<file path="config.mk">
export PLATFORM = sky130hd
export DESIGN_NAME = eeprom_config_preload
export DESIGN_NICKNAME = d
export VERILOG_FILES = /design/src/pkg/eeprom_config_pkg.sv /design/src/rtl/eeprom_config_preload.sv
export VERILOG_INCLUDE_DIRS = /design/src /design/src/pkg
export SDC_FILE = /design/constraint.sdc
export NUM_CORES = 1
export LEC_CHECK = 0
export BUFFER_PORTS_ARGS = -buffer_cell sky130_fd_sc_hd__buf_2
export CAP_MARGIN = 20
export CORE_MARGIN = 10
export CORE_UTILIZATION = 38
export DETAILED_ROUTE_END_ITERATION = 16
export GPL_ROUTABILITY_DRIVEN = 1
export PLACE_DENSITY = 0.69
export SETUP_SLACK_MARGIN = 0.2
export SYNTH_ARGS = -nofsm -noshare
export SYNTH_HDL_FRONTEND = slang
export SYNTH_SLANG_ARGS = --single-unit
</file>
<file path="constraint.sdc">
create_clock -name clk -period 3.6 [get_ports clk]
set_input_delay 0.54 -clock clk [delete_from_list [all_inputs] [get_ports clk]]
set_output_delay 0.54 -clock clk [all_outputs]
set_load 0.1 [all_outputs]
</file>
<file path="src/pkg/eeprom_config_map.svh">
`ifndef EEPROM_CONFIG_MAP_SVH
`define EEPROM_CONFIG_MAP_SVH

// Word addresses in the configuration memory
`define W_COUNT 5'h00
`define W_FLAG 5'h01
`define W_MAC0 5'h04
`define W_MAC1 5'h05
`define W_MAC2 5'h06
`define W_SUM_FIRST 5'h07
`define W_SUM_LAST 5'h0E
`define W_PHYOFS 5'h0F
`define W_MAXPKT 5'h10
`define W_PHYID 5'h11
`define W_WATER 5'h12
`define W_LAST_PRELOAD 5'h14
`define W_CHECKSUM 5'h18
`define PRELOAD_WORDS 21
`define BLANK_WORD 16'hFFFF
`define SUM_BASE 8'hFF

// Flag word bit positions
`define F_SELF_PWR 0
`define F_REF_OUT 1
`define F_RWAKE 2
`define F_COPPER 5
`define F_STRIP 6
`define F_APPEND 7
`define F_CAPTURE 8
`define F_TEST 9
`define F_ISOLATE 11
`define F_WPIN 12
`define F_WPOL 13
`define F_WTYPE 14
`define F_WPULSE 15

// Phy kind codes
`define KIND_UNSUPPORTED 3'h7

// Management power-down write
`define MGMT_CTRL_REG 5'h00
`define MGMT_BROADCAST 5'h00
`define MGMT_PWR_DOWN 16'h0800
`define MGMT_LAST_IDX 2'h2

// Fallback image, words 00h..14h; station address left at zero
`define ROM_00 16'h0015
`define ROM_01 16'h1DFD
`define ROM_02 16'h1220
`define ROM_03 16'h2729
`define ROM_04 16'h0000
`define ROM_05 16'h0000
`define ROM_06 16'h0000
`define ROM_07 16'h0409
`define ROM_08 16'h2260
`define ROM_09 16'h1271
`define ROM_0A 16'h0E19
`define ROM_0B 16'h043D
`define ROM_0F 16'h0580
`define ROM_10 16'h0600
`define ROM_11 16'hE010
`define ROM_12 16'h2442
`define ROM_13 16'h1240
`define ROM_14 16'h2749

// Timing
`define CLK_PERIOD_NS 20
`define WAKE_PULSE_NS 1363000

// Register port byte offsets and bits
`define REG_STATUS 4'h0
`define REG_FLAG 4'h4
`define REG_CTRL 4'h8
`define CTRL_WAKE_CLR 0
`define CTRL_GPIO_VAL 1

`endif

</file>
<file path="src/pkg/eeprom_config_pkg.sv">
package eeprom_config_pkg;

    typedef enum logic [2:0] {
        LD_IDLE,
        LD_WAIT,
        LD_CHECK,
        LD_APPLY,
        LD_MGMT,
        LD_DONE
    } load_state_type;

    typedef struct packed {
        logic self_powered_flag;
        logic ref_clock_drive_out;
        logic remote_wake_capable;
        logic phy_copper_fiber_select;
        logic rx_strip_fcs;
        logic tx_append_fcs;
        logic capture_effect_enable;
        logic test_port_enable;
        logic rmii_isolate;
        logic wake_pin_select;
        logic wake_out_polarity;
        logic wake_out_drive_type;
        logic wake_out_pulse_mode;
        logic [47:0] station_address;
        logic [4:0] phy_reg_offset1;
        logic [4:0] phy_reg_offset2;
        logic [2:0] embedded_phy_link_mode;
        logic [10:0] max_frame_size;
        logic [2:0] primary_phy_kind_code;
        logic [4:0] primary_phy_mgmt_address;
        logic [2:0] secondary_phy_kind_code;
        logic [4:0] secondary_phy_mgmt_address;
        logic primary_phy_supported;
        logic secondary_phy_supported;
        logic [7:0] pause_high_mark;
        logic [7:0] pause_low_mark;
    } cfg_type;

    typedef struct packed {
        logic [4:0] phy_addr;
        logic [4:0] reg_addr;
        logic [15:0] data;
    } mgmt_req_type;

endpackage

</file>
<file path="src/rtl/eeprom_config_preload.sv">
// Chosen here: the register addresses and the plain strobed port.
`timescale 1ns/100ps
`include "eeprom_config_map.svh"

module eeprom_config_preload
    import eeprom_config_pkg::*;
#(
    parameter int WAKE_PULSE_CYCLES = `WAKE_PULSE_NS / `CLK_PERIOD_NS
)
(
    // Clock and reset
    input wire logic clk,
    input wire logic reset_n,
    // Configuration memory word port
    output logic mem_rd_r,
    output logic [4:0] mem_addr_r,
    input wire logic mem_valid,
    input wire logic [15:0] mem_data,
    // Operating mode inputs
    input wire logic mac_mode_ext_rmii,
    input wire logic phy_mode,
    input wire logic wol_ready_mode,
    input wire logic phy_reset_n,
    // Management write port
    output logic mgmt_req_r,
    output mgmt_req_type mgmt_cmd_r,
    input wire logic mgmt_ack,
    // Loaded configuration
    output logic config_done_r,
    output cfg_type cfg_r,
    output logic [2:0] embedded_phy_link_mode_r,
    // Flow control
    input wire logic [7:0] free_buffers,
    input wire logic full_duplex,
    output logic pause_active_r,
    output logic jam_active_r,
    // Pins
    input wire logic wake_event,
    output logic wake_pin_out_r,
    output logic wake_pin_oe_r,
    output logic rmii_rx_oe_r,
    output logic rmii_ref_oe_r,
    // Register port
    input wire logic [3:0] reg_addr,
    input wire logic [31:0] reg_wdata,
    input wire logic reg_wr,
    input wire logic reg_rd,
    output logic [31:0] reg_rdata_r
);

    localparam logic [16:0] PULSE_LEN = 17'(WAKE_PULSE_CYCLES);

    load_state_type state_r, state_nxt;
    logic [15:0] img_r [0:`PRELOAD_WORDS-1];
    logic img_we;
    logic [4:0] mem_addr_nxt;
    logic mem_rd_nxt;
    logic [7:0] sum_r, sum_nxt;
    logic [7:0] csum_r, csum_nxt;
    logic use_rom_r, use_rom_nxt;
    logic blank_r, blank_nxt;
    logic done_nxt;
    cfg_type cfg_nxt;
    logic [1:0] mgmt_idx_r, mgmt_idx_nxt;
    logic mgmt_req_nxt;
    mgmt_req_type mgmt_cmd_nxt;
    logic mgmt_done_r, mgmt_done_nxt;

    function automatic logic [15:0] rom_word(input logic [4:0] a);
        case (a)
            5'h00: rom_word = `ROM_00;
            5'h01: rom_word = `ROM_01;
            5'h02: rom_word = `ROM_02;
            5'h03: rom_word = `ROM_03;
            5'h04: rom_word = `ROM_04;
            5'h05: rom_word = `ROM_05;
            5'h06: rom_word = `ROM_06;
            5'h07: rom_word = `ROM_07;
            5'h08: rom_word = `ROM_08;
            5'h09: rom_word = `ROM_09;
            5'h0A: rom_word = `ROM_0A;
            5'h0B, 5'h0C, 5'h0D, 5'h0E: rom_word = `ROM_0B;
            5'h0F: rom_word = `ROM_0F;
            5'h10: rom_word = `ROM_10;
            5'h11: rom_word = `ROM_11;
            5'h12: rom_word = `ROM_12;
            5'h13: rom_word = `ROM_13;
            5'h14: rom_word = `ROM_14;
            default: rom_word = `BLANK_WORD;
        endcase
    endfunction

    function automatic logic [15:0] pick(input logic rom, input logic [15:0] ee, input logic [4:0] a);
        pick = rom ? rom_word(a) : ee;
    endfunction

    // Loader: sequential word reads, checksum, decode, power-down writes
    always_comb
    begin
        logic [15:0] fl;
        logic [15:0] m0;
        logic [15:0] m1;
        logic [15:0] m2;
        logic [15:0] po;
        logic [15:0] mp;
        logic [15:0] id;
        logic [15:0] wm;
        fl = pick(use_rom_r, img_r[`W_FLAG], `W_FLAG);
        m0 = pick(use_rom_r, img_r[`W_MAC0], `W_MAC0);
        m1 = pick(use_rom_r, img_r[`W_MAC1], `W_MAC1);
        m2 = pick(use_rom_r, img_r[`W_MAC2], `W_MAC2);
        po = pick(use_rom_r, img_r[`W_PHYOFS], `W_PHYOFS);
        mp = pick(use_rom_r, img_r[`W_MAXPKT], `W_MAXPKT);
        id = pick(use_rom_r, img_r[`W_PHYID], `W_PHYID);
        wm = pick(use_rom_r, img_r[`W_WATER], `W_WATER);
        state_nxt = state_r;
        img_we = 1'b0;
        mem_addr_nxt = mem_addr_r;
        mem_rd_nxt = 1'b0;
        sum_nxt = sum_r;
        csum_nxt = csum_r;
        use_rom_nxt = use_rom_r;
        blank_nxt = blank_r;
        done_nxt = config_done_r;
        cfg_nxt = cfg_r;
        mgmt_idx_nxt = mgmt_idx_r;
        mgmt_req_nxt = mgmt_req_r;
        mgmt_cmd_nxt = mgmt_cmd_r;
        mgmt_done_nxt = mgmt_done_r;
        case (state_r)
            LD_IDLE:
            begin
                mem_addr_nxt = `W_COUNT;
                mem_rd_nxt = 1'b1;
                state_nxt = LD_WAIT;
            end
            LD_WAIT:
            begin
                if (mem_valid)
                begin
                    img_we = (mem_addr_r <= `W_LAST_PRELOAD);
                    if (mem_addr_r >= `W_SUM_FIRST && mem_addr_r <= `W_SUM_LAST)
                    begin
                        sum_nxt = sum_r + mem_data[7:0] + mem_data[15:8];
                    end
                    if (mem_addr_r == `W_CHECKSUM)
                    begin
                        csum_nxt = mem_data[7:0];
                        state_nxt = LD_CHECK;
                    end
                    else
                    begin
                        // Reserved words 15h..17h are skipped
                        mem_addr_nxt = (mem_addr_r == `W_LAST_PRELOAD) ? `W_CHECKSUM : mem_addr_r + 5'h01;
                        mem_rd_nxt = 1'b1;
                    end
                end
            end
            LD_CHECK:
            begin
                blank_nxt = (img_r[`W_COUNT] == `BLANK_WORD);
                use_rom_nxt = blank_nxt || ((`SUM_BASE - sum_r) != csum_r);
                state_nxt = LD_APPLY;
            end
            LD_APPLY:
            begin
                cfg_nxt.self_powered_flag = fl[`F_SELF_PWR];
                cfg_nxt.ref_clock_drive_out = fl[`F_REF_OUT];
                cfg_nxt.remote_wake_capable = fl[`F_RWAKE];
                cfg_nxt.phy_copper_fiber_select = fl[`F_COPPER];
                cfg_nxt.rx_strip_fcs = fl[`F_STRIP];
                cfg_nxt.tx_append_fcs = fl[`F_APPEND];
                cfg_nxt.capture_effect_enable = fl[`F_CAPTURE];
                cfg_nxt.test_port_enable = fl[`F_TEST];
                cfg_nxt.rmii_isolate = fl[`F_ISOLATE];
                cfg_nxt.wake_pin_select = fl[`F_WPIN];
                cfg_nxt.wake_out_polarity = fl[`F_WPOL];
                cfg_nxt.wake_out_drive_type = fl[`F_WTYPE];
                cfg_nxt.wake_out_pulse_mode = fl[`F_WPULSE];
                cfg_nxt.station_address = {m0[7:0], m0[15:8], m1[7:0], m1[15:8], m2[7:0], m2[15:8]};
                cfg_nxt.phy_reg_offset1 = po[12:8];
                cfg_nxt.phy_reg_offset2 = po[4:0];
                cfg_nxt.embedded_phy_link_mode = po[15:13];
                cfg_nxt.max_frame_size = mp[10:0];
                cfg_nxt.primary_phy_kind_code = id[7:5];
                cfg_nxt.primary_phy_mgmt_address = id[4:0];
                cfg_nxt.secondary_phy_kind_code = id[15:13];
                cfg_nxt.secondary_phy_mgmt_address = id[12:8];
                cfg_nxt.primary_phy_supported = (id[7:5] != `KIND_UNSUPPORTED);
                cfg_nxt.secondary_phy_supported = (id[15:13] != `KIND_UNSUPPORTED);
                cfg_nxt.pause_high_mark = wm[15:8];
                cfg_nxt.pause_low_mark = wm[7:0];
                done_nxt = 1'b1;
                if (mac_mode_ext_rmii && !wol_ready_mode)
                begin
                    mgmt_idx_nxt = 2'h0;
                    mgmt_req_nxt = 1'b1;
                    mgmt_cmd_nxt.phy_addr = `MGMT_BROADCAST;
                    mgmt_cmd_nxt.reg_addr = `MGMT_CTRL_REG;
                    mgmt_cmd_nxt.data = `MGMT_PWR_DOWN;
                    state_nxt = LD_MGMT;
                end
                else
                begin
                    state_nxt = LD_DONE;
                end
            end
            LD_MGMT:
            begin
                if (mgmt_ack)
                begin
                    if (mgmt_idx_r == `MGMT_LAST_IDX)
                    begin
                        mgmt_req_nxt = 1'b0;
                        mgmt_done_nxt = 1'b1;
                        state_nxt = LD_DONE;
                    end
                    else
                    begin
                        // Primary then secondary, in that order
                        mgmt_idx_nxt = mgmt_idx_r + 2'h1;
                        mgmt_cmd_nxt.phy_addr = (mgmt_idx_r == 2'h0) ? cfg_r.primary_phy_mgmt_address
                                                                      : cfg_r.secondary_phy_mgmt_address;
                    end
                end
            end
            LD_DONE:
            begin
                state_nxt = LD_DONE;
            end
            default:
            begin
                state_nxt = LD_IDLE;
            end
        endcase
    end

    always_ff @(posedge clk)
    begin
        if (!reset_n)
        begin
            state_r <= LD_IDLE;
            mem_addr_r <= `W_COUNT;
            mem_rd_r <= 1'b0;
            sum_r <= 8'h00;
            csum_r <= 8'h00;
            use_rom_r <= 1'b0;
            blank_r <= 1'b0;
            config_done_r <= 1'b0;
            cfg_r <= '0;
            mgmt_idx_r <= 2'h0;
            mgmt_req_r <= 1'b0;
            mgmt_cmd_r <= '0;
            mgmt_done_r <= 1'b0;
        end
        else
        begin
            state_r <= state_nxt;
            mem_addr_r <= mem_addr_nxt;
            mem_rd_r <= mem_rd_nxt;
            sum_r <= sum_nxt;
            csum_r <= csum_nxt;
            use_rom_r <= use_rom_nxt;
            blank_r <= blank_nxt;
            config_done_r <= done_nxt;
            cfg_r <= cfg_nxt;
            mgmt_idx_r <= mgmt_idx_nxt;
            mgmt_req_r <= mgmt_req_nxt;
            mgmt_cmd_r <= mgmt_cmd_nxt;
            mgmt_done_r <= mgmt_done_nxt;
        end
    end

    // Image storage has no reset; the loader reads it only after every word has landed
    always_ff @(posedge clk)
    begin
        if (img_we)
        begin
            img_r[mem_addr_r] <= mem_data;
        end
    end

    // Embedded PHY mode capture, wake output, flow control, pins, register port
    logic phy_run_r, phy_run_nxt;
    logic [2:0] link_mode_nxt;
    logic wake_act_r, wake_act_nxt;
    logic [16:0] wake_cnt_r, wake_cnt_nxt;
    logic wake_out_nxt, wake_oe_nxt;
    logic gpio_val_r, gpio_val_nxt;
    logic flow_r, flow_nxt;
    logic pause_nxt, jam_nxt, rx_oe_nxt, ref_oe_nxt;
    logic [31:0] rdata_nxt;

    always_comb
    begin
        logic level;
        logic clr;
        clr = reg_wr && reg_addr == `REG_CTRL && reg_wdata[`CTRL_WAKE_CLR];
        gpio_val_nxt = (reg_wr && reg_addr == `REG_CTRL) ? reg_wdata[`CTRL_GPIO_VAL] : gpio_val_r;
        // Capture on the first cycle the PHY is out of reset after the preload is done, stored image or fallback
        phy_run_nxt = phy_reset_n && config_done_r;
        link_mode_nxt = (phy_run_nxt && !phy_run_r) ? cfg_r.embedded_phy_link_mode
                                                    : embedded_phy_link_mode_r;
        wake_act_nxt = wake_act_r;
        wake_cnt_nxt = wake_cnt_r;
        if (wake_act_r && cfg_r.wake_out_pulse_mode)
        begin
            wake_cnt_nxt = wake_cnt_r - 17'h00001;
            if (wake_cnt_r == 17'h00001)
            begin
                wake_act_nxt = 1'b0;
            end
        end
        else if (clr)
        begin
            wake_act_nxt = 1'b0;
        end
        // A new event beats a software clear in the same cycle
        if (wake_event && config_done_r)
        begin
            wake_act_nxt = 1'b1;
            wake_cnt_nxt = PULSE_LEN;
        end
        level = wake_act_r ? cfg_r.wake_out_polarity : ~cfg_r.wake_out_polarity;
        if (!cfg_r.wake_pin_select)
        begin
            level = gpio_val_r;
        end
        // Open-drain only pulls low, so a high level means release
        wake_out_nxt = cfg_r.wake_out_drive_type ? level : 1'b0;
        wake_oe_nxt = config_done_r && (cfg_r.wake_out_drive_type || !level);
        flow_nxt = flow_r;
        if (!config_done_r)
        begin
            flow_nxt = 1'b0;
        end
        else if (free_buffers <= cfg_r.pause_high_mark)
        begin
            flow_nxt = 1'b1;
        end
        else if (free_buffers >= cfg_r.pause_low_mark)
        begin
            flow_nxt = 1'b0;
        end
        pause_nxt = flow_r && full_duplex;
        jam_nxt = flow_r && !full_duplex;
        rx_oe_nxt = config_done_r && phy_mode && !cfg_r.rmii_isolate;
        ref_oe_nxt = config_done_r && cfg_r.ref_clock_drive_out;
        rdata_nxt = 32'h00000000;
        if (reg_rd)
        begin
            case (reg_addr)
                `REG_STATUS: rdata_nxt = {26'h0000000, wake_act_r, flow_r, mgmt_done_r, blank_r,
                                          use_rom_r, config_done_r};
                `REG_FLAG: rdata_nxt = {16'h0000, pick(use_rom_r, img_r[`W_FLAG], `W_FLAG)};
                `REG_CTRL: rdata_nxt = {30'h00000000, gpio_val_r, 1'b0};
                default: rdata_nxt = 32'h00000000;
            endcase
        end
    end

    always_ff @(posedge clk)
    begin
        if (!reset_n)
        begin
            phy_run_r <= 1'b0;
            embedded_phy_link_mode_r <= 3'h0;
            wake_act_r <= 1'b0;
            wake_cnt_r <= 17'h00000;
            wake_pin_out_r <= 1'b0;
            wake_pin_oe_r <= 1'b0;
            gpio_val_r <= 1'b0;
            flow_r <= 1'b0;
            pause_active_r <= 1'b0;
            jam_active_r <= 1'b0;
            rmii_rx_oe_r <= 1'b0;
            rmii_ref_oe_r <= 1'b0;
            reg_rdata_r <= 32'h00000000;
        end
        else
        begin
            phy_run_r <= phy_run_nxt;
            embedded_phy_link_mode_r <= link_mode_nxt;
            wake_act_r <= wake_act_nxt;
            wake_cnt_r <= wake_cnt_nxt;
            wake_pin_out_r <= wake_out_nxt;
            wake_pin_oe_r <= wake_oe_nxt;
            gpio_val_r <= gpio_val_nxt;
            flow_r <= flow_nxt;
            pause_active_r <= pause_nxt;
            jam_active_r <= jam_nxt;
            rmii_rx_oe_r <= rx_oe_nxt;
            rmii_ref_oe_r <= ref_oe_nxt;
            reg_rdata_r <= rdata_nxt;
        end
    end

endmodule // eeprom_config_preload

</file>
==> metrics.txt <==
crit-path max FO 16; CP cell instances nand4bb_1 -> nor3_1 -> and3_1; most frequent cells in the layout dfxtp_1 (203), buf_2 (199), edfxtp_1 (136); CTS tree yes; cts hold-fix bufs 0; CTS HTree Levels 2; Post-CTS Resized 0; commonest non-fill, non-tap cell in the layout dfxtp_1; pre-CTS setup slack between 600 and 700 ps; f_max 0.3834 GHz; Max VDD drop 0.2316 mV; Final Hold Viols 0; Primary FF master, synth dfxtp_1; Slew HR 0.4556; WP data required 3740 ps; PD cells 526.4 nW/um^2; WL/cell 20.62 um; Filler cells about 2,900; Die H 202.1 um; antenna-violating nets left 0; sequential share of power 0.503; vias in the first global route 8,359; RePlAce Congestion 0.8432; routed via count 8,455; CTS max path bufs 3; Top Ports 266; crit-path max cell delay 750 ps; Clk Tree Root Cell clkbuf_16; critical path type register to register; Mapped Area between 10,000 and 15,000 um^2; area growth from synthesis to layout 20.13%; Worst Setup End Kind register; first-pass GRT wire length 51,760 um; DRC Markers 0; core box area ~33,000 um^2; PortBufs 199; multi-input logic area roughly 4000 um^2; Critical Path Source Type register; slew at the pin closest to its max-slew limit approximately 800 ps; asr flop ratio synth 0; number of synthesized flops with an enable pin 136; YS warnings 0; PnR worst setup slack 991.8 ps; crit share post-route 0.7245; #FFs+latches synth approximately 340; Avg Cell Area, Syn 12.48 um^2; All-Layer GR Usage 0.1630; total power 0.007972 W; clock slew at reported path FFs 60 ps; Layout Nets 1,325; post-synthesis sequential area ratio 0.6463; FF/Latch Area 8148 um^2; worst reg2reg path startpoint state_r[0]$_SDFFE_PN0P_; die footprint 40,860 um^2; minimum clock period 2608 ps; antenna violations before repair 2; worst min path class input pin to register; Net Sw Frac 0.2304; GR Overflow Total 0; post-synth top area cell edfxtp_1; Leakage 6.029 nW; Total Wirelength 34,760 um; Die X 202.1 um; Net Sw Power around 0.0018 W; Setup crit start state_r[0]$_SDFFE_PN0P_; Clock Skew approximately 17 ps; status complete, no violations; fraction of layout cells with a size suffix above 1 0.2411; Comb pwr share 0.055; unrepaired setup endpoints after global routing no; post-synth cell types 65; Starting Density 0.3865; Clock Latency Late Sink roughly 520 ps; hpwl dp 23,850 um; top area cells in the synthesized netlist edfxtp_1 (32%), dfxtp_1 (32%), a22o_1 (6.2%); internal power component a little over 0.006 W; HP Start full_duplex; post-CTS setup buffer count 0; Pre-antenna DRT Iters 5; largest net degree at the start of global routing 90; Max stage delay cell, worst path and3_1; floorplan row count 66; crit path DAT 2740 ps; Syn Inst Count 1,010; via density per instance 5.015; # setup viols final 0; post-route setup TNS 0 ps; DRT iter0 DRCs between 500 and 600; TritonCTS buffer count 34; clock power share 0.442; Yosys top cell area share 0.3239; Slew Limit Fails 0; Max-Cap Viols 0; clk sink count 339
per-stage QoR:
step	std cells	utilization	hold slack [ps]	cell area [um^2]
finish	1686	0.4643	183.1	15140
global route	1682	0.4640	188.6	15130
CTS	1682	0.4640	163.3	15130
detailed placement	1621	0.4297	438.8	14020
global placement	1621	0.4297	437.6	14020
floorplan	1045	-	425.8	12740
registers in the layout, indices dropped and copies added (netlist names), 2 cells and up:
register,count
img_r,136
cfg_r,119
wake_cnt_r,17
reg_rdata_r,16
csum_r,8
sum_r,8
mgmt_cmd_r,6
mem_addr_r,5
embedded_phy_link_mode_r,3
state_r,3
mgmt_idx_r,2
routing by layer:
layer,part of all wire,up-vias,track usage
li1,-,4007,-
met4,0.026,2,0.05569
met5,0.00032,-,0
met1,0.42,4104,0.2031
met3,0.078,61,0.04398
met2,0.48,281,0.2681
power groups by stage:
| stage | clock (W) | sequential, W | combinational [W] |
|---|---|---|---|
| 3_5_place_dp | 0 | 0.00410 | 0.000433 |
| 4_1_cts | 0.00359 | 0.00401 | 0.000434 |
| 5_1_grt | 0.00375 | 0.00401 | 0.000462 |
| 2_1_floorplan | 0 | 0.00411 | 0.000313 |
| 6_report | 0.00352 | 0.00401 | 0.000436 |
| 3_3_place_gp | 0 | 0.00410 | 0.000427 |
worst paths after layout:
path	to	depth (start not counted)	slack [ps]
worst min register to register	rmii_rx_oe_r$_SDFF_PN0_	1	440
worst max-delay path	img_r[6][4]$_DFFE_PP_	3	990
worst max register to register	img_r[6][4]$_DFFE_PP_	3	990
worst min-delay path	jam_active_r$_SDFF_PN0_	2	180
kinds of logic (layout without fill, tap and decap cells):
family | Yosys count | after routing | share of synthesized area
flip-flops | 339 | 339 | 0.6463
AND/OR/NAND/NOR | 264 | 264 | 0.1088
buffers and inverters | 118 | 313 | 0.04784
adder cells (fa/ha/maj) | 38 | 38 | 0.04248
AO/OA/AOI/OAI | 198 | 198 | 0.1149
other | 1 | 40 | 0.0002975
XOR/XNOR | 25 | 25 | 0.01737
multiplexers | 27 | 27 | 0.02203
area by class of cell:
type                    count  share of cell area
repair buffers            219             0.07733
diodes                      4           0.0006609
clock inverters            15            0.009831
multi-input cells         588              0.2655
inverters                  33            0.008179
flip-flops and latches    339              0.5380
clock buffers              46             0.06395
well taps                 442             0.03652
critical path, delay by kind of cell (launching register included):
kind | cells | cell delay, ps
flip-flops | 1 | 500
AND/OR/NAND/NOR | 3 | 1730
cell usage after synthesis, types with 3 or more instances:
cell / number
edfxtp_1: 136
ha_1: 30
o21ai_0: 25
and2_1: 3
a211oi_1: 11
buf_2: 14
nand4_1: 11
buf_4: 36
mux2i_1: 21
nor4_1: 6
nand4b_1: 3
clkbuf_1: 32
a21oi_1: 47
fa_1: 8
nor3_1: 32
xor2_1: 3
nor3b_1: 18
mux2_2: 6
o21a_1: 3
nor2_1: 90
nand3b_1: 4
and3_1: 7
nor4_2: 3
dfxtp_1: 203
nor2b_1: 7
or3_1: 4
xnor2_1: 22
nand2b_1: 6
a31oi_1: 3
a22o_1: 89
nand2_1: 42
inv_1: 33
nand3_1: 12
No activity file was read; power rests on OpenSTA's default activity.
